==> config.mk <==
export PLATFORM = sky130hd
export DESIGN_NAME = isa_window_alias_decoder
export DESIGN_NICKNAME = d
export VERILOG_FILES = /design/src/rtl/isa_decode_pkg.sv /design/src/rtl/io_window_match.sv /design/src/rtl/isa_window_alias_decoder.sv
export SDC_FILE = /design/constraint.sdc
export NUM_CORES = 1
export LEC_CHECK = 0
export ABC_CLOCK_PERIOD_IN_PS = 3200
export BUFFER_PORTS_ARGS = -buffer_cell sky130_fd_sc_hd__buf_2
export CAP_MARGIN = 20
export CORE_UTILIZATION = 39
export CTS_BUF_LIST = sky130_fd_sc_hd__clkbuf_8
export CTS_CLUSTER_SIZE = 25
export DETAILED_ROUTE_END_ITERATION = 10
export GPL_ROUTABILITY_DRIVEN = 1
export PLACE_DENSITY = 0.67
export REMOVE_ABC_BUFFERS = 1
export SYNTH_ARGS = -nofsm -noshare
export SYNTH_HDL_FRONTEND = slang
export SYNTH_SLANG_ARGS = --single-unit
==> constraint.sdc <==
create_clock -name clock_in -period 3.2 [get_ports clock_in]
set_input_delay 0.16 -clock clock_in [delete_from_list [all_inputs] [get_ports clock_in]]
set_output_delay 0.16 -clock clock_in [all_outputs]
set_load 0.005 [all_outputs]
==> src/rtl/isa_decode_pkg.sv <==
// Constants for the ISA window and alias decoder
package isa_decode_pkg;
  localparam int IO_AW = 16;
  localparam int MEM_AW = 24;
  localparam int NUM_IO_WIN = 4;
  localparam int NUM_MEM_WIN = 2;
  localparam int NUM_DMA_CH = 8;
  localparam int DMA_NO_BLOCK_CH = 4;
  localparam int ALIAS_LOW_BITS = 10;
  localparam logic [15:0] DMA_BLOCK_BASE = 16'h2000;
  localparam logic [15:0] DMA_BLOCK_STRIDE = 16'h0100;
  localparam int DMA_BLOCK_SIZE_BITS = 4;
  localparam logic [15:0] PCI_IO_FLOOR = 16'h1000;
  localparam int REG_AW = 8;
  // Register offsets
  localparam logic [7:0] REG_CTRL = 8'h00;
  localparam logic [7:0] REG_DMA_EN = 8'h04;
  localparam logic [7:0] REG_STATUS = 8'h08;
  localparam logic [7:0] REG_IO_BASE0 = 8'h10;
  localparam logic [7:0] REG_IO_LIM0 = 8'h14;
  localparam logic [7:0] REG_MEM_BASE0 = 8'h40;
  localparam logic [7:0] REG_MEM_LIM0 = 8'h44;
  localparam logic [7:0] REG_WIN_STRIDE = 8'h08;
  // CTRL fields
  localparam int CTRL_ALIAS_BIT = 0;
  localparam int CTRL_IOWIN_LSB = 8;
  localparam int CTRL_MEMWIN_LSB = 16;
  localparam logic [31:0] CTRL_RESET = 32'h0000_0001;
  localparam logic [7:0] DMA_EN_RESET = 8'h00;
  // STATUS fields
  localparam int ST_FWD_BIT = 0;
  localparam int ST_DMA_BIT = 1;
  localparam int ST_ALIAS_BIT = 2;
  localparam int ST_PCI_BIT = 3;
endpackage

==> src/rtl/io_window_match.sv <==
// One I/O window compare, exact or 10-bit aliased
`timescale 1ns/1ps
`default_nettype none
module io_window_match
  import isa_decode_pkg::*;
(
  input wire logic [IO_AW-1:0] addr_in,
  input wire logic [IO_AW-1:0] base_in,
  input wire logic [IO_AW-1:0] limit_in,
  input wire logic enable_in,
  input wire logic alias_in,
  output logic exact_out,
  output logic hit_out
);
  logic [IO_AW-1:0] folded;
  always_comb begin
    // Upper bits of the window are kept so the alias lands in the window's own 1K page
    folded = {base_in[IO_AW-1:ALIAS_LOW_BITS], addr_in[ALIAS_LOW_BITS-1:0]};
    exact_out = enable_in && (addr_in >= base_in) && (addr_in <= limit_in);
    hit_out = exact_out || (enable_in && alias_in && (folded >= base_in) && (folded <= limit_in));
  end
endmodule // io_window_match
`default_nettype wire

==> src/rtl/isa_window_alias_decoder.sv <==
// Positive decode of host cycles onto the ISA bus, with alias and DMA channel gating
`timescale 1ns/1ps
`default_nettype none
module isa_window_alias_decoder
  import isa_decode_pkg::*;
(
  input wire logic clock_in,
  input wire logic rst_in,
  input wire logic [REG_AW-1:0] reg_addr_in,
  input wire logic [31:0] reg_wdata_in,
  input wire logic reg_wr_in,
  input wire logic reg_rd_in,
  output logic [31:0] reg_rdata_out,
  input wire logic host_valid_in,
  input wire logic host_is_io_in,
  input wire logic [31:0] host_addr_in,
  input wire logic [NUM_DMA_CH-1:0] dma_req_in,
  output logic isa_fwd_out,
  output logic alias_hit_out,
  output logic dma_block_hit_out,
  output logic [2:0] dma_block_ch_out,
  output logic pci_region_out,
  output logic [NUM_DMA_CH-1:0] dma_service_out
);
  logic alias_en_ff;
  logic [NUM_IO_WIN-1:0] io_en_ff;
  logic [NUM_MEM_WIN-1:0] mem_en_ff;
  logic [NUM_DMA_CH-1:0] dma_en_ff;
  logic [IO_AW-1:0] io_base_ff [NUM_IO_WIN];
  logic [IO_AW-1:0] io_lim_ff [NUM_IO_WIN];
  logic [MEM_AW-1:0] mem_base_ff [NUM_MEM_WIN];
  logic [MEM_AW-1:0] mem_lim_ff [NUM_MEM_WIN];
  logic fwd_ff;
  logic alias_hit_ff;
  logic blk_hit_ff;
  logic [2:0] blk_ch_ff;
  logic pci_ff;
  logic [NUM_DMA_CH-1:0] dma_srv_ff;
  logic [31:0] rdata_ff;
  logic [NUM_IO_WIN-1:0] io_exact;
  logic [NUM_IO_WIN-1:0] io_hit;
  logic [NUM_MEM_WIN-1:0] mem_hit;
  logic [IO_AW-1:0] io_addr;
  logic [MEM_AW-1:0] mem_addr;
  logic nxt_blk_hit;
  logic [2:0] nxt_blk_ch;
  logic [31:0] nxt_rdata;
  logic cycle_io;
  logic cycle_mem;

  assign io_addr = host_addr_in[IO_AW-1:0];
  assign mem_addr = host_addr_in[MEM_AW-1:0];
  assign cycle_io = host_valid_in && host_is_io_in;
  assign cycle_mem = host_valid_in && !host_is_io_in;

  // Window compares, one per window
  genvar gi;
  generate
    for (gi = 0; gi < NUM_IO_WIN; gi++) begin : g_io
      io_window_match u_match (
        .addr_in(io_addr),
        .base_in(io_base_ff[gi]),
        .limit_in(io_lim_ff[gi]),
        .enable_in(io_en_ff[gi]),
        .alias_in(alias_en_ff),
        .exact_out(io_exact[gi]),
        .hit_out(io_hit[gi])
      );
    end
    for (gi = 0; gi < NUM_MEM_WIN; gi++) begin : g_mem
      // Upper host address bits must be zero: ISA memory lives below 16 MB
      assign mem_hit[gi] = mem_en_ff[gi] && (host_addr_in[31:MEM_AW] == '0)
        && (mem_addr >= mem_base_ff[gi]) && (mem_addr <= mem_lim_ff[gi]);
    end
  endgenerate

  // Distributed DMA slave block decode
  always_comb begin
    nxt_blk_hit = 1'b0;
    nxt_blk_ch = io_addr[10:8];
    if (cycle_io && (io_addr[15:11] == DMA_BLOCK_BASE[15:11])
        && (io_addr[7:DMA_BLOCK_SIZE_BITS] == '0)
        && (io_addr[10:8] != 3'(DMA_NO_BLOCK_CH))) begin
      nxt_blk_hit = dma_en_ff[io_addr[10:8]];
    end
  end

  // Configuration registers
  // A host cycle in the same clock as a CTRL write still decodes with the old enables
  always_ff @(posedge clock_in) begin
    if (rst_in) begin
      alias_en_ff <= CTRL_RESET[CTRL_ALIAS_BIT];
      io_en_ff <= '0;
      mem_en_ff <= '0;
    end else if (reg_wr_in && reg_addr_in == REG_CTRL) begin
      alias_en_ff <= reg_wdata_in[CTRL_ALIAS_BIT];
      io_en_ff <= reg_wdata_in[CTRL_IOWIN_LSB +: NUM_IO_WIN];
      mem_en_ff <= reg_wdata_in[CTRL_MEMWIN_LSB +: NUM_MEM_WIN];
    end
  end

  // Channel 4 has no slave block, so its enable is held at zero whatever is written
  always_ff @(posedge clock_in) begin
    if (rst_in) begin
      dma_en_ff <= DMA_EN_RESET;
    end else if (reg_wr_in && reg_addr_in == REG_DMA_EN) begin
      dma_en_ff <= reg_wdata_in[NUM_DMA_CH-1:0];
      dma_en_ff[DMA_NO_BLOCK_CH] <= 1'b0;
    end
  end

  // Base and limit are inclusive; a window with its base above its limit never hits
  always_ff @(posedge clock_in) begin
    for (int i = 0; i < NUM_IO_WIN; i++) begin
      if (rst_in) begin
        io_base_ff[i] <= '0;
        io_lim_ff[i] <= '0;
      end else if (reg_wr_in && reg_addr_in == REG_IO_BASE0 + 8'(i) * REG_WIN_STRIDE) begin
        io_base_ff[i] <= reg_wdata_in[IO_AW-1:0];
      end else if (reg_wr_in && reg_addr_in == REG_IO_LIM0 + 8'(i) * REG_WIN_STRIDE) begin
        io_lim_ff[i] <= reg_wdata_in[IO_AW-1:0];
      end
    end
  end

  always_ff @(posedge clock_in) begin
    for (int i = 0; i < NUM_MEM_WIN; i++) begin
      if (rst_in) begin
        mem_base_ff[i] <= '0;
        mem_lim_ff[i] <= '0;
      end else if (reg_wr_in && reg_addr_in == REG_MEM_BASE0 + 8'(i) * REG_WIN_STRIDE) begin
        mem_base_ff[i] <= reg_wdata_in[MEM_AW-1:0];
      end else if (reg_wr_in && reg_addr_in == REG_MEM_LIM0 + 8'(i) * REG_WIN_STRIDE) begin
        mem_lim_ff[i] <= reg_wdata_in[MEM_AW-1:0];
      end
    end
  end

  // Read mux; unmapped offsets read zero
  always_comb begin
    nxt_rdata = '0;
    if (reg_addr_in == REG_CTRL) begin
      nxt_rdata[CTRL_ALIAS_BIT] = alias_en_ff;
      nxt_rdata[CTRL_IOWIN_LSB +: NUM_IO_WIN] = io_en_ff;
      nxt_rdata[CTRL_MEMWIN_LSB +: NUM_MEM_WIN] = mem_en_ff;
    end else if (reg_addr_in == REG_DMA_EN) begin
      nxt_rdata[NUM_DMA_CH-1:0] = dma_en_ff;
    end else if (reg_addr_in == REG_STATUS) begin
      nxt_rdata[ST_FWD_BIT] = fwd_ff;
      nxt_rdata[ST_DMA_BIT] = blk_hit_ff;
      nxt_rdata[ST_ALIAS_BIT] = alias_hit_ff;
      nxt_rdata[ST_PCI_BIT] = pci_ff;
    end
    for (int i = 0; i < NUM_IO_WIN; i++) begin
      if (reg_addr_in == REG_IO_BASE0 + 8'(i) * REG_WIN_STRIDE) nxt_rdata[IO_AW-1:0] = io_base_ff[i];
      if (reg_addr_in == REG_IO_LIM0 + 8'(i) * REG_WIN_STRIDE) nxt_rdata[IO_AW-1:0] = io_lim_ff[i];
    end
    for (int i = 0; i < NUM_MEM_WIN; i++) begin
      if (reg_addr_in == REG_MEM_BASE0 + 8'(i) * REG_WIN_STRIDE) nxt_rdata[MEM_AW-1:0] = mem_base_ff[i];
      if (reg_addr_in == REG_MEM_LIM0 + 8'(i) * REG_WIN_STRIDE) nxt_rdata[MEM_AW-1:0] = mem_lim_ff[i];
    end
  end

  // Read data is valid only in the cycle after the strobe
  // Zero outside that cycle, so a master that samples late never sees stale data
  always_ff @(posedge clock_in) begin
    if (rst_in || !reg_rd_in) begin
      rdata_ff <= '0;
    end else begin
      rdata_ff <= nxt_rdata;
    end
  end

  // Decode results, registered one cycle behind the host cycle
  // A window overlapping onboard PCI space is still forwarded; only the flag warns software
  always_ff @(posedge clock_in) begin
    if (rst_in) begin
      fwd_ff <= 1'b0;
      alias_hit_ff <= 1'b0;
      pci_ff <= 1'b0;
    end else begin
      fwd_ff <= (cycle_io && |io_hit) || (cycle_mem && |mem_hit);
      alias_hit_ff <= cycle_io && |io_hit && !(|io_exact);
      // Flags onboard PCI space so a window reaching into it is visible to software
      pci_ff <= cycle_io && (io_addr >= PCI_IO_FLOOR) && !nxt_blk_hit;
    end
  end

  always_ff @(posedge clock_in) begin
    if (rst_in) begin
      blk_hit_ff <= 1'b0;
      blk_ch_ff <= '0;
      dma_srv_ff <= '0;
    end else begin
      blk_hit_ff <= nxt_blk_hit;
      blk_ch_ff <= nxt_blk_ch;
      dma_srv_ff <= dma_req_in & dma_en_ff;
    end
  end

  assign reg_rdata_out = rdata_ff;
  assign isa_fwd_out = fwd_ff;
  assign alias_hit_out = alias_hit_ff;
  assign dma_block_hit_out = blk_hit_ff;
  assign dma_block_ch_out = blk_ch_ff;
  assign pci_region_out = pci_ff;
  assign dma_service_out = dma_srv_ff;

  chk_fwd_needs_window: assert property (@(posedge clock_in) disable iff (rst_in)
    isa_fwd_out |-> $past(host_valid_in) && ($past(|io_hit) || $past(|mem_hit)))
    else $error("forward without an enabled window");
  chk_no_fwd_idle: assert property (@(posedge clock_in) disable iff (rst_in)
    !host_valid_in |=> !isa_fwd_out)
    else $error("forward with no host cycle");
  chk_alias_off_exact: assert property (@(posedge clock_in) disable iff (rst_in)
    (cycle_io && !alias_en_ff) |=> !alias_hit_out)
    else $error("alias claimed while aliasing disabled");
  chk_alias_claims: assert property (@(posedge clock_in) disable iff (rst_in)
    (cycle_io && alias_en_ff && io_en_ff[0] && io_base_ff[0] <= io_lim_ff[0]
     && {io_base_ff[0][15:10], io_addr[9:0]} >= io_base_ff[0]
     && {io_base_ff[0][15:10], io_addr[9:0]} <= io_lim_ff[0]) |=> isa_fwd_out)
    else $error("alias of enabled window not claimed");
  chk_alias_mask: assert property (@(posedge clock_in) disable iff (rst_in)
    alias_hit_out |-> $past(alias_en_ff) && $past(host_is_io_in))
    else $error("alias hit without aliased compare");
  chk_dma_gated: assert property (@(posedge clock_in) disable iff (rst_in)
    dma_service_out != '0 |-> (($past(dma_req_in) & $past(dma_en_ff)) == dma_service_out))
    else $error("dma serviced on disabled channel");
  chk_dma_block_range: assert property (@(posedge clock_in) disable iff (rst_in)
    dma_block_hit_out |-> $past(io_addr[15:11]) == 5'h04 && $past(io_addr[7:4]) == 4'h0
      && dma_block_ch_out != 3'h4)
    else $error("dma block hit outside its range");
  chk_no_ch4: assert property (@(posedge clock_in) disable iff (rst_in)
    !dma_en_ff[DMA_NO_BLOCK_CH])
    else $error("channel without block enabled");
  chk_read_one_cycle: assert property (@(posedge clock_in) disable iff (rst_in)
    !$past(reg_rd_in) |-> reg_rdata_out == '0)
    else $error("read data outside its cycle");

  // Window 0 stands in for every window, since the windows of each kind are identical copies
  chk_exact_claims: assert property (@(posedge clock_in) disable iff (rst_in)
    (cycle_io && io_en_ff[0] && io_addr >= io_base_ff[0] && io_addr <= io_lim_ff[0])
      |=> isa_fwd_out && !alias_hit_out)
    else $error("exact window hit not claimed");
  chk_mem_claims: assert property (@(posedge clock_in) disable iff (rst_in)
    (cycle_mem && mem_en_ff[0] && host_addr_in[31:MEM_AW] == '0
     && mem_addr >= mem_base_ff[0] && mem_addr <= mem_lim_ff[0]) |=> isa_fwd_out)
    else $error("memory window hit not claimed");
  chk_mem_high_miss: assert property (@(posedge clock_in) disable iff (rst_in)
    (cycle_mem && host_addr_in[31:MEM_AW] != '0) |=> !isa_fwd_out)
    else $error("memory cycle above 16 MB forwarded");
  chk_all_off_miss: assert property (@(posedge clock_in) disable iff (rst_in)
    (io_en_ff == '0 && mem_en_ff == '0) |=> !isa_fwd_out)
    else $error("forward with every window disabled");
  chk_alias_off_miss: assert property (@(posedge clock_in) disable iff (rst_in)
    (cycle_io && !alias_en_ff && io_exact == '0) |=> !isa_fwd_out)
    else $error("inexact I/O cycle forwarded while aliasing disabled");
  chk_alias_hit_fwd: assert property (@(posedge clock_in) disable iff (rst_in)
    alias_hit_out |-> isa_fwd_out)
    else $error("alias hit not forwarded");
  chk_exact_not_alias: assert property (@(posedge clock_in) disable iff (rst_in)
    alias_hit_out |-> !$past(|io_exact))
    else $error("exact hit reported as alias");
  chk_ctrl_write_visible: assert property (@(posedge clock_in) disable iff (rst_in)
    (reg_wr_in && reg_addr_in == REG_CTRL) |=> alias_en_ff == $past(reg_wdata_in[CTRL_ALIAS_BIT]))
    else $error("alias setting not taken from the write");

  // Channel gating and slave block decode
  chk_dma_off_quiet: assert property (@(posedge clock_in) disable iff (rst_in)
    (dma_service_out & ~$past(dma_en_ff)) == '0)
    else $error("dma serviced on a channel not enabled");
  chk_dma_blk_enabled: assert property (@(posedge clock_in) disable iff (rst_in)
    dma_block_hit_out |-> $past(dma_en_ff[io_addr[10:8]]))
    else $error("dma block claimed for a disabled channel");
  chk_dma_blk_claims: assert property (@(posedge clock_in) disable iff (rst_in)
    (cycle_io && io_addr[15:11] == 5'h04 && io_addr[7:4] == 4'h0 && io_addr[10:8] != 3'h4
     && dma_en_ff[io_addr[10:8]]) |=> dma_block_hit_out && dma_block_ch_out == $past(io_addr[10:8]))
    else $error("enabled dma block not claimed");
  chk_dma_en_read: assert property (@(posedge clock_in) disable iff (rst_in)
    (reg_rd_in && reg_addr_in == REG_DMA_EN) |=> !reg_rdata_out[DMA_NO_BLOCK_CH])
    else $error("channel without block reads enabled");
  chk_block_no_pci: assert property (@(posedge clock_in) disable iff (rst_in)
    dma_block_hit_out |-> !pci_region_out)
    else $error("dma block also flagged as pci space");
  chk_pci_floor: assert property (@(posedge clock_in) disable iff (rst_in)
    pci_region_out |-> $past(cycle_io) && $past(io_addr) >= PCI_IO_FLOOR)
    else $error("pci region flagged below its floor");
  chk_pci_flagged: assert property (@(posedge clock_in) disable iff (rst_in)
    (cycle_io && io_addr >= PCI_IO_FLOOR && !nxt_blk_hit) |=> pci_region_out)
    else $error("onboard pci space not flagged");

  // Status read returns the decode that stood in the strobe cycle
  chk_status_copy: assert property (@(posedge clock_in) disable iff (rst_in)
    (reg_rd_in && reg_addr_in == REG_STATUS)
      |=> reg_rdata_out == {28'h0, $past(pci_ff), $past(alias_hit_ff), $past(blk_hit_ff), $past(fwd_ff)})
    else $error("status read does not copy the decode");
endmodule // isa_window_alias_decoder
`default_nettype wire

# Yosys cells after proc, flatten, opt, wreduce, memory -nomap -nowiden
# Memory sizes are Yosys's and may differ from the RTL's.
# Index checks and enable logic that the tools add are counted.
# word_totals
elab_cells	211
regBits	61
input_bits	86
ramBits	224
mem_count	4
# classes
order_cmp	22
eq_ne	16
n_bitwise	13
muxes	78
n_reduce_logical	66
# mem_list
name	depth	word_bits	rd	rd_clocked_by_memory_dff	write_ports	line	text
io_base_ff	4	16	4	0	4	isa_window_alias_decoder.sv:29	logic [IO_AW-1:0] io_base_ff [NUM_IO_WIN];
io_lim_ff	4	16	4	0	4	isa_window_alias_decoder.sv:30	logic [IO_AW-1:0] io_lim_ff [NUM_IO_WIN];
mem_base_ff	2	24	2	0	2	isa_window_alias_decoder.sv:31	logic [MEM_AW-1:0] mem_base_ff [NUM_MEM_WIN];
mem_lim_ff	2	24	2	0	2	isa_window_alias_decoder.sv:32	logic [MEM_AW-1:0] mem_lim_ff [NUM_MEM_WIN];
# op_table
operator	count
$mux W16	16
$mux W24	8
$ge A16 B16 Y1	8
$le A16 B16 Y1	8
$logic_and A1 B1 Y1	50
$ge A24 B24 Y1	2
$le A24 B24 Y1	2
$mux W1	47
$eq A8 B5 Y1 const B	4
$eq A8 B6 Y1 const B	4
$eq A8 B7 Y1 const B	4
$ge A16 B13 Y1 const B	1
$logic_not A8 Y1	2
$mux W4	4
$or A1 B1 Y1	12
$and A8 B8 Y8	1
$eq A8 B3 Y1 const B	1
$eq A8 B4 Y1 const B	1
$reduce_or A4 Y1	2
$mux W7	1
$logic_or A1 B1 Y1	6
$eq A5 B3 Y1 const B	1
$logic_not A1 Y1	4
$logic_not A4 Y1	1
5 further kinds	5

# Depth between registers and ports, before layout
# Gate-level depths: netlist (run 1).
# logic_depth
word_depth	16
depth_mapped	10
mapped_depth_nobuf	10

# Modules after synthesis
# Synthesis (run 1) repeated with hierarchy kept, for this count alone.
# hier_totals
cells_unflattened	1883
hier_area_um2	18724.2
# modules_own_cells
module	cells_per_inst	n_inst	seq_area_each_um2	area_each_um2
isa_window_alias_decoder	1351	1	7767.4	14810.5
io_window_match	133	4	0.0	978.4

# Worst setup path after synthesis (run 1)
# Ideal clock, no wire load.
# synth_path
path_kind	input to register
start	input port reg_addr_in[7]
end	memory mem_lim_ff[1][0], enable pin
slack_ns	-0.105
required_ns	2.762
setup_time_ns	0.438
n_path_buf	1
arrival_ns	2.867
path_stages	4
path_cell_list	nor4b_1 > nand4_1 > clkbuf_1 > o21ai_0
# synth_lines
item	line	text
from (decl)	isa_window_alias_decoder.sv:9	input wire logic [REG_AW-1:0] reg_addr_in,
to (decl)	isa_window_alias_decoder.sv:32	

==> metrics.md, run 1 <==
| Metric | Value |
|---|---|
| Status | finished, final reports clean |
| Arr. time, crit path | 3.29 ns |
| # setup viols final | 0 |
| Slew Limit Headroom | 41.4% |
| Number of nets in the layout | 2335 |
| Number of top-level pins | 133 |
| Most common cell in the netlist | ha_1 |
| Met1 Usage GRT | 34.5% |
| Clock-pin slew on the worst setup and hold paths | 0.07 ns |
| DR WL/cell | 22.4 um |
| Final GP Congestion | 0.981 |
| FFs w/ async S/R, synth | 0% |
| Pre-CTS setup slack | 0.279 ns |
| Crit Path Class | register to register |
| Max Transition Viols Final | 0 |
| Crit end category | register |
| Area Growth Syn to Fin | 16.2% |
| Synth unique cells | 70 |
| Gr usage total | 25.2% |
| Setup WS post-layout | 0.392 ns |
| Yosys reg bits | 276 |
| Area contributors post-synth | edfxtp_1 (37%), ha_1 (17%), dfxtp_1 (5.8%) |
| Crit Path Max Fanout | 2 |
| Remaining antenna violation count | 0 |
| Fin util | 46.0% |
| CTS tree | built |
| Netlist Area Pre-Place | 18000 um2 |
| Row cnt | 78 |
| CTS Buffer Depth | 3 |
| H-Tree Depth | 2 |
| Final instance area | 20900 um2 |
| Startpoint Class | register |
| Final wirelength | 59.2 mm |
| Met3 Track Usage GR | 3.33% |
| Vias in the first global route | 14.9k |
| First-pass GRT wire length | 89.5 mm |
| Max-cap violations | 0 |
| Fin crit share | 87.7% |
| Setup_tns | 0 ns |
| Worst hold path cell count | 2 |
| Die Width | 217 um |
| F_max | 356 MHz |
| Clk sink count | 276 |
| Synth Area per Inst | 9.94 um2 |
| Post-DP HPWL | 43.7 mm |
| P per Cell Area | 419 nW/um2 |
| Cells on worst reg2reg path | 10 |
| CTS Buf Count | 49 |
| Antenna violations before repair | 4 |
| DIE AREA | 46900 um2 |
| Worst VDD drop | 0.235 mV |
| Hold Crit Class | input port to register |
| Biggest area consumer among synthesized cells | edfxtp_1 |
| Core Footprint | 45400 um2 |
| Sequential share of the synthesized area | 43.2% |
| Power Total | 8.74 mW |
| Post-synth EDFFs | 224 |
| Iteration-0 DRC Markers | 1789 |
| Commonest cells in the synthesized netlist | ha_1 (248), inv_1 (227), edfxtp_1 (224), and3_1 (122), and2_1 (115) |
| Initial Util | 39.6% |
| Routed vias | 15.2k |
| GR peak layer | met2 |
| Yosys warns | 0 |
| Pleak | 9.56 nW |
| Worst-Skew Late Latency | 0.64 ns |
| Via density | 5.75 |
| Largest net degree at the start of global routing | 84 |
| Yosys top cell area share | 37.4% |
| DRC | 0 |
| Post-CTS resize count | 0 |
| DR pass1 iterations | 8 |
| Layout cells sized above 1 | 14.0% |
| # fillers | 4230 |
| Clk_skew | 0.0235 ns |
| Clock root buffer | clkbuf_8 |
| Remaining global-route overflow | 0 |
| Min Clock Period, post-route | 2.81 ns |
| Worst slew pin tran | 0.877 ns |
| Placed Area | 19500 um2 |
| Die Y | 217 um |
| M2 GR Usage | 39.3% |
| Post-Synthesis Cells | 1807 |
| Fin. Hold Viols | 0 |
| Buffers on Ports | 114 |
| Critical Path RT | 3.68 ns |
| Synth Flop Type | edfxtp_1 |
| RSZ-0062 raised after global routing | no |
==> logic make-up after synthesis <==
group	Yosys count	share of synthesized area, %
AOI/OAI and AO/OA	384	14.3
adders and majority gates	248	17.3
other	1	0.0209
muxes	2	0.188
and+or+nand+nor	579	18.0
buffers and inverters	317	6.98
DFF	276	43.2
==> layer usage <==
metal  vias to the layer above  share of wire [%]
li1                       7039                  -
met1                      7305                 43
met2                       726                 45
met3                       149                7.7
met4                         0                4.3
met5                         -                  0
==> metrics by stage <==
stage                     std cells  hold WS (ns)
after CTS                      2641       0.00390
after detailed placement       2513         0.396
after global routing           2645        0.0471
after global placement         2513         0.393
after floorplan                1725         0.229
final                          2645        0.0369
==> cell usage in the layout (no fill, tap or decap), drive strengths merged, types with 18 or more instances in the layout <==
master and count:
and2 115, and3 122, a21oi 97, nand2 110, edfxtp 224, o21ai 68
a211oi 19, nor2b 18, nand3 47, buf 189, clkbuf 58, a222oi 20
nor3 27, a22oi 30, o22ai 20, o211ai 28, nand4 32, dlygate4sd3 36
nor2 63, ha 248, dfxtp 52, inv 244
==> power breakdown <==
part           total, mW  switching (mW)  leakage (nW)  internal [mW]
logic               1.24           0.781          6.44          0.455
clock network       3.38            1.56         0.578           1.81
registers           4.13           0.100          2.55           4.03
==> sequential cells by signal, summed over array words and instances (netlist names) <==
| signal | cells |
|---|---|
| alias_en_ff | 1 |
| alias_hit_out | 1 |
| dma_block_ch_out | 3 |
| dma_block_hit_out | 1 |
| dma_en_ff | 7 |
| dma_service_out | 7 |
| io_base_ff | 64 |
| io_en_ff | 4 |
| io_lim_ff | 64 |
| isa_fwd_out | 1 |
| mem_base_ff | 48 |
| mem_en_ff | 2 |
| mem_lim_ff | 48 |
| pci_region_out | 1 |
| reg_rdata_out | 24 |
==> critical path: stages, from the launching register on <==
cell	delay [ns]
edfxtp_1	0.36
inv_1	0.05
ha_1	0.28
nor2b_1	0.12
o211ai_1	0.09
a21oi_1	0.46
o21ai_0	0.17
a22o_1	0.26
and4_1	0.21
nor4_1	0.51
a2111oi_2	0.15
==> final cells by class <==
class | count | area (um2) | area share, %
inverters | 227 | 852 | 4.08
clock inverters | 34 | 199 | 0.953
multi-input cells | 1222 | 8990 | 43.1
clock buffers | 58 | 798 | 3.82
repair buffers | 225 | 1500 | 7.21
well taps | 600 | 751 | 3.60
diodes | 3 | 7.51 | 0.0360
flip-flops and latches | 276 | 7770 | 37.2
==> final timing paths <==
path / startpoint / endpoint / slack (ns)
max reg2reg: io_lim_ff[1][1] / isa_fwd_out / 0.39
min reg2reg: io_en_ff[2] / io_en_ff[2] / 0.51
max: io_lim_ff[1][1] / isa_fwd_out / 0.39
min: reg_wdata_in[4] / io_lim_ff[3][4] / 0.04
==> what timing repair did <==
action | 4_1_cts | 5_1_grt
hold endpoints to repair | 62 | 0
setup endpoints to repair | 0 | 0
hold buffers | 36 | 0
setup buffers | 0 | 0
(Power assumes the default switching activity.)
==> run 2: changes to the inputs <==
--- a/config.mk
+++ b/config.mk
@@ -13,6 +13,7 @@
 export CTS_CLUSTER_SIZE = 25
 export DETAILED_ROUTE_END_ITERATION = 10
 export GPL_ROUTABILITY_DRIVEN = 1
+export HOLD_SLACK_MARGIN = 0.12
 export PLACE_DENSITY = 0.67
 export REMOVE_ABC_BUFFERS = 1
 export SYNTH_ARGS = -nofsm -noshare
==> run 2 against run 1 <==
Fmax is 0.53% higher. Clock skew is 0.0022 ns higher. Non-clock buffer count is 7 higher. Sequential power hardly changed. Largest cell class unchanged. Highest routed layer unchanged.
==> metrics.md, run 2 (synthesized netlist as in run 1, its figures left out) <==
| Metric | Value |
|---|---|
| Status | finished, final reports clean |
| Crit-path max cell delay | 0.52 ns |
| Pleak | 9.59 nW |
| Hold Crit Class | input port to register |
| F_max | 358 MHz |
| DR pass1 iterations | 7 |
| CP max stage cell | nor4_1 |
| Clock root buffer | clkbuf_8 |
| CTS Buf Count | 49 |
| Max-cap violations | 0 |
| Min Clock Period, post-route | 2.79 ns |
| Reg2Reg Setup Slack | 0.41 ns |
| Die Y | 217 um |
| Core Footprint | 45400 um2 |
| Final GP Congestion | 0.981 |
| RR Endpoint | isa_fwd_out |
| Top Metal Used | met4 |
| P per Cell Area | 418 nW/um2 |
| Worst R2R Start | io_lim_ff[1][1] |
| Row cnt | 78 |
| Largest registers | io_base_ff: 64 flops, io_lim_ff: 64 flops |
| Largest net degree at the start of global routing | 84 |
| Fin. Hold Viols | 0 |
| # setup viols final | 0 |
| CTS tree | built |
| Remaining antenna violation count | 0 |
| Arr. time, crit path | 3.28 ns |
| Vias in the first global route | 14.9k |
| Clk sink count | 276 |
| Worst hold path cell count | 3 |
| # fillers | 4229 |
| H-Tree Depth | 2 |
| Crit Path Class | register to register |
| Slew Limit Headroom | 40.0% |
| DIE AREA | 46900 um2 |
| Final wirelength | 59.2 mm |
| Iteration-0 DRC Markers | 1668 |
| Remaining global-route overflow | 0 |
| Die Width | 217 um |
| Critical Path RT | 3.69 ns |
| Worst-Skew Late Latency | 0.64 ns |
| Routed vias | 15.3k |
| Crit Path Max Fanout | 2 |
| Antenna violations before repair | 4 |
| First-pass GRT wire length | 89.5 mm |
| Clock-pin slew on the worst setup and hold paths | 0.06 ns |
| Worst setup path startpoint | io_lim_ff[1][1] |
| Post-CTS resize count | 0 |
| Number of top-level pins | 133 |
| Worst VDD drop | 0.238 mV |
| Startpoint Class | register |
| Worst slew pin tran | 0.898 ns |
| CTS Buffer Depth | 3 |
| DRC | 0 |
| Gr usage total | 25.2% |
| Layout cells sized above 1 | 14.0% |
| Routed wl met2 | 26.5 mm |
| RSZ-0062 raised after global routing | no |
| Area Growth Syn to Fin | 16.6% |
| Capture point of the critical path | isa_fwd_out |
| Fin crit share | 87.3% |
| Most common cell after layout, fill and taps aside | ha_1 |
| Buffers on Ports | 114 |
| Post-route met1 wirelength | 25.3 mm |
| Via density | 5.78 |
| Post-DP HPWL | 43.7 mm |
| Initial Util | 39.6% |
| Power Total | 8.75 mW |
| WL met3 | 4.82 mm |
| Clk_skew | 0.0257 ns |
| Critical path, cell by cell | inv_1 > ha_1 > nor2b_1 > o211ai_1 > a21oi_1 > o21ai_0 > a22o_1 > and4_1 > nor4_1 > a2111oi_2 |
| DR WL/cell | 22.3 um |
| Max Transition Viols Final | 0 |
| Fin util | 46.1% |
| Most frequent cells in the layout | ha_1 (248), inv_1 (244), edfxtp_1 (224) |
| Number of nets in the layout | 2342 |
| Crit end category | register |
| Cells on worst reg2reg path | 10 |
run 2: changes by cell type in the layout (fill, tap and decap cells not counted), sizes merged:
cell,previous run,this run
dlygate4sd3,36,43
run 2: metal layers:
metal,global-route usage [%],vias up
met5,0,-
met4,12.6,0
met3,3.23,153
met2,39.2,771
met1,34.5,7356
li1,-,7051
run 2: power by group:
part | internal, mW | total [mW] | leakage (nW) | switching [mW]
Combinational | 0.460 | 1.24 | 6.47 | 0.782
Sequential | 4.03 | 4.13 | 2.55 | 0.100
Clock | 1.81 | 3.38 | 0.578 | 1.57
Total | 6.30 | 8.75 | 9.59 | 2.45
run 2: repair_timing:
action / CTS / global route
hold endpoints to repair: 252 / 0
setup buffers: 0 / 0
hold buffers: 43 / 0
run 2: worst min path at each step:
stage / start / end / slack, ns
floorplan: rst_in / dma_en_ff[0] / 0.23
global placement: dma_req_in[5] / dma_service_out[5] / 0.39
detailed placement: dma_req_in[0] / dma_service_out[0] / 0.40
CTS: host_addr_in[10] / dma_block_ch_out[2] / 0.13
global route: host_addr_in[8] / dma_block_ch_out[0] / 0.18
finish: host_addr_in[8] / dma_block_ch_out[0] / 0.18
run 2: area by class of cell:
| cell class | instances | area [um2] | area share (%) |
|---|---|---|---|
| diodes | 3 | 7.51 | 0.0358 |
| clock buffers | 58 | 798 | 3.81 |
| clock inverters | 34 | 199 | 0.950 |
| inverters | 227 | 852 | 4.07 |
| multi-input cells | 1222 | 8990 | 42.9 |
| flip-flops and latches | 276 | 7770 | 37.1 |
| well taps | 600 | 751 | 3.58 |
| repair buffers | 232 | 1570 | 7.52 |
run 2: stage by stage:
| stage | instance area, um2 | TNS, ns | hold WS [ns] | std cells | worst slack, ns |
|---|---|---|---|---|---|
| final | 20900 | 0 | 0.177 | 2652 | 0.407 |
| after global routing | 20900 | 0 | 0.180 | 2652 | 0.170 |
| after CTS | 20900 | 0 | 0.134 | 2648 | 0.442 |
| after detailed placement | 19500 | 0 | 0.396 | 2513 | 0.279 |
| after global placement | 19500 | 0 | 0.393 | 2513 | 0.372 |
| after floorplan | 17600 | -70.06 | 0.229 | 1725 | -0.691 |
run 2: critical path: cells and delay by family, from the launching register on:
kind	cells	cell delay (ns)
simple gates	3	0.85
buf+inv	1	0.05
compound gates	5	1.12
flops	1	0.36
fa+ha+maj	1	0.28
==> run 3: changes to the inputs <==
--- a/config.mk
+++ b/config.mk
@@ -5,7 +5,7 @@
 export SDC_FILE = /design/constraint.sdc
 export NUM_CORES = 1
 export LEC_CHECK = 0
-export ABC_CLOCK_PERIOD_IN_PS = 3200
+export ABC_CLOCK_PERIOD_IN_PS = 2300
 export BUFFER_PORTS_ARGS = -buffer_cell sky130_fd_sc_hd__buf_2
 export CAP_MARGIN = 20
 export CORE_UTILIZATION = 39
==> constraint.sdc (replaced) <==
create_clock -name clock_in -period 2.3 [get_ports clock_in]
set_input_delay 0.115 -clock clock_in [delete_from_list [all_inputs] [get_ports clock_in]]
set_output_delay 0.115 -clock clock_in [all_outputs]
set_load 0.005 [all_outputs]
==> run 3 against run 2 <==
Worst hold slack better by 0.014 ns. Register-to-register slack worse by 0.64 ns. Design area up 10%. The run now ends with setup timing left. Clock skew down 0.0091 ns. Clock power up 58%. Worst setup slack worse by 0.64 ns. Die area unchanged. Count of clock-buffer cells in the layout down 5. Critical path depth down 1. First-iteration DRC count down 20%.
==> metrics.md, run 3 (synthesized netlist as in run 1, its figures left out) <==
| Metric | Value |
|---|---|
| Violated checks | setup timing |
| Reg area | 7770 um2 |
| Crit path buffers/inverters | 1 |
| Internal power | 9.57 mW |
| Critical Path RT | 2.84 ns |
| WL met3 | 4.46 mm |
| DIE AREA | 46900 um2 |
| Vias in the first global route | 16.1k |
| Most frequent cells in the layout | buf_4 (263), ha_1 (245), inv_1 (234) |
| DRC | 0 |
| Buffers on Ports | 114 |
| Post-route met1 wirelength | 27.5 mm |
| Hold Crit Class | input port to register |
| Crit Path Class | register to register |
| Die Width | 217 um |
| Routed wl met2 | 28.6 mm |
| Clock power frac | 40.4% |
| Startpoint Class | register |
| Crit Path Max Fanout | 2 |
| Pleak | 10.8 nW |
| Status | finished with violations |
| Pre-CTS setup slack | -0.620 ns |
| Slew Limit Headroom | 27.7% |
| Placed Area | 21200 um2 |
| Routed vias | 16.0k |
| Top Metal Used | met4 |
| Post-DP HPWL | 48.5 mm |
| CP max stage cell | edfxtp_1 |
| H-Tree Depth | 2 |
| Initial Util | 39.6% |
| Power Total | 13.2 mW |
| DR WL/cell | 22.0 um |
| Clock root buffer | clkbuf_8 |
| Remaining antenna violation count | 0 |
| Worst slew pin tran | 1.08 ns |
| Iteration-0 DRC Markers | 1340 |
| Setup WS post-layout | -0.237 ns |
| CTS Buf Count | 49 |
| First-pass GRT wire length | 95.3 mm |
| # fillers | 4077 |
| Die Y | 217 um |
| Antenna violations before repair | 0 |
| Largest registers | io_base_ff: 64 flops, io_lim_ff: 64 flops |
| CP top delay family | compound AO/OA/AOI/OAI gates |
| Via density | 5.59 |
| Clk sink count | 276 |
| Crit-path max cell delay | 0.39 ns |
| Combinational share of power | 16.1% |
| Non-filler cells, final | 2861 |
| Max-cap violations | 0 |
| Fin. Hold Viols | 0 |
| Remaining global-route overflow | 0 |
| Worst hold margin | 0.192 ns |
| Final wirelength | 63.0 mm |
| P per Cell Area | 571 nW/um2 |
| Worst-Skew Late Latency | 0.64 ns |
| Fin crit share | 110% |
| Area taken by multi-input logic gates | 9220 um2 |
| Largest net degree at the start of global routing | 45 |
| Min Clock Period, post-route | 2.54 ns |
| Layout cells sized above 1 | 23.3% |
| Sequential group share of total power | 43.5% |
| Final GP Congestion | 0.970 |
| Area Growth Syn to Fin | 28.5% |
| RSZ-0062 raised after global routing | yes |
| ANT cells | 0 |
| Row cnt | 78 |
| Core Footprint | 45400 um2 |
| Gr usage total | 26.9% |
| Number of top-level pins | 133 |
| Clk_skew | 0.0166 ns |
| # setup viols final | 2 |
| CTS Buffer Depth | 3 |
| Number of nets in the layout | 2554 |
| Cells after DPL | 2716 |
| Most common cell after layout, fill and taps aside | buf_4 |
| Arr. time, crit path | 3.08 ns |
| Worst VDD drop | 0.319 mV |
| Clock-pin slew on the worst setup and hold paths | 0.06 ns |
| Net Switching | 3.60 mW |
| Switching share of power | 27.3% |
| Max Transition Viols Final | 0 |
| Critical path, cell by cell | ha_1 > a2111oi_2 > o21ai_1 > a221oi_2 > buf_4 > a22o_1 > and4_1 > nor4_4 > a2111oi_4 |
| Final instance area | 23100 um2 |
| CTS tree | built |
| Crit end category | register |
| F_max | 394 MHz |
| DR pass1 iterations | 8 |
==> run 3: final timing paths <==
| check | from | endpoint | slack, ns | depth (start not counted) |
|---|---|---|---|---|
| worst min register to register | io_en_ff[2] | io_en_ff[2] | 0.51 | 2 |
| worst max register to register | io_base_ff[1][11] | isa_fwd_out | -0.24 | 9 |
| worst max-delay path | io_base_ff[1][11] | isa_fwd_out | -0.24 | 9 |
| worst min-delay path | reg_addr_in[4] | io_en_ff[2] | 0.19 | 6 |
==> run 3: power by group through the flow <==
stage,Sequential [mW],Combinational [mW],Clock (mW)
final,5.73,2.12,5.33
after global routing,5.75,2.32,5.62
after CTS,5.73,2.03,5.41
after detailed placement,5.83,1.94,0
after global placement,5.82,1.89,0
after floorplan,5.79,0.920,0
==> run 3: timing repair <==
| item | 4_1_cts | 5_1_grt |
|---|---|---|
| hold buffers | 49 | 0 |
| pin swaps | 12 | 13 |
| hold endpoints to repair | 260 | 0 |
| resized for setup | 18 | 31 |
| endpoints found under the setup margin | 2 | 3 |
| setup buffers | 1 | 2 |
==> run 3: layout make-up <==
class                   count  area share, %
well taps                 600           3.25
inverters                 227           3.69
repair buffers            444           14.6
clock buffers              53           3.16
flip-flops and latches    276           33.7
clock inverters            39           1.71
multi-input cells        1222           39.9
==> run 3: worst reg2reg max path, stage by stage (launching register included) <==
cell and delay (ns):
edfxtp_1 0.39, ha_1 0.31, a2111oi_2 0.36, o21ai_1 0.14
a221oi_2 0.26, buf_4 0.18, a22o_1 0.13, and4_1 0.25
nor4_4 0.08, a2111oi_4 0.35
==> run 3: stage by stage <==
step	setup TNS [ns]	utilization, %
finish	-0.394	50.9
CTS	-0.519	50.5
global route	-0.614	50.9
global placement	-4.64	46.7
floorplan	-301.68	-
detailed placement	-1.92	46.7
==> run 3: routing by layer <==
metal / GRT usage, % / vias up
li1: - / 7489
met1: 36.4 / 7689
met2: 43.0 / 663
met3: 3.51 / 140
met4: 11.6 / 0
met5: 0 / -
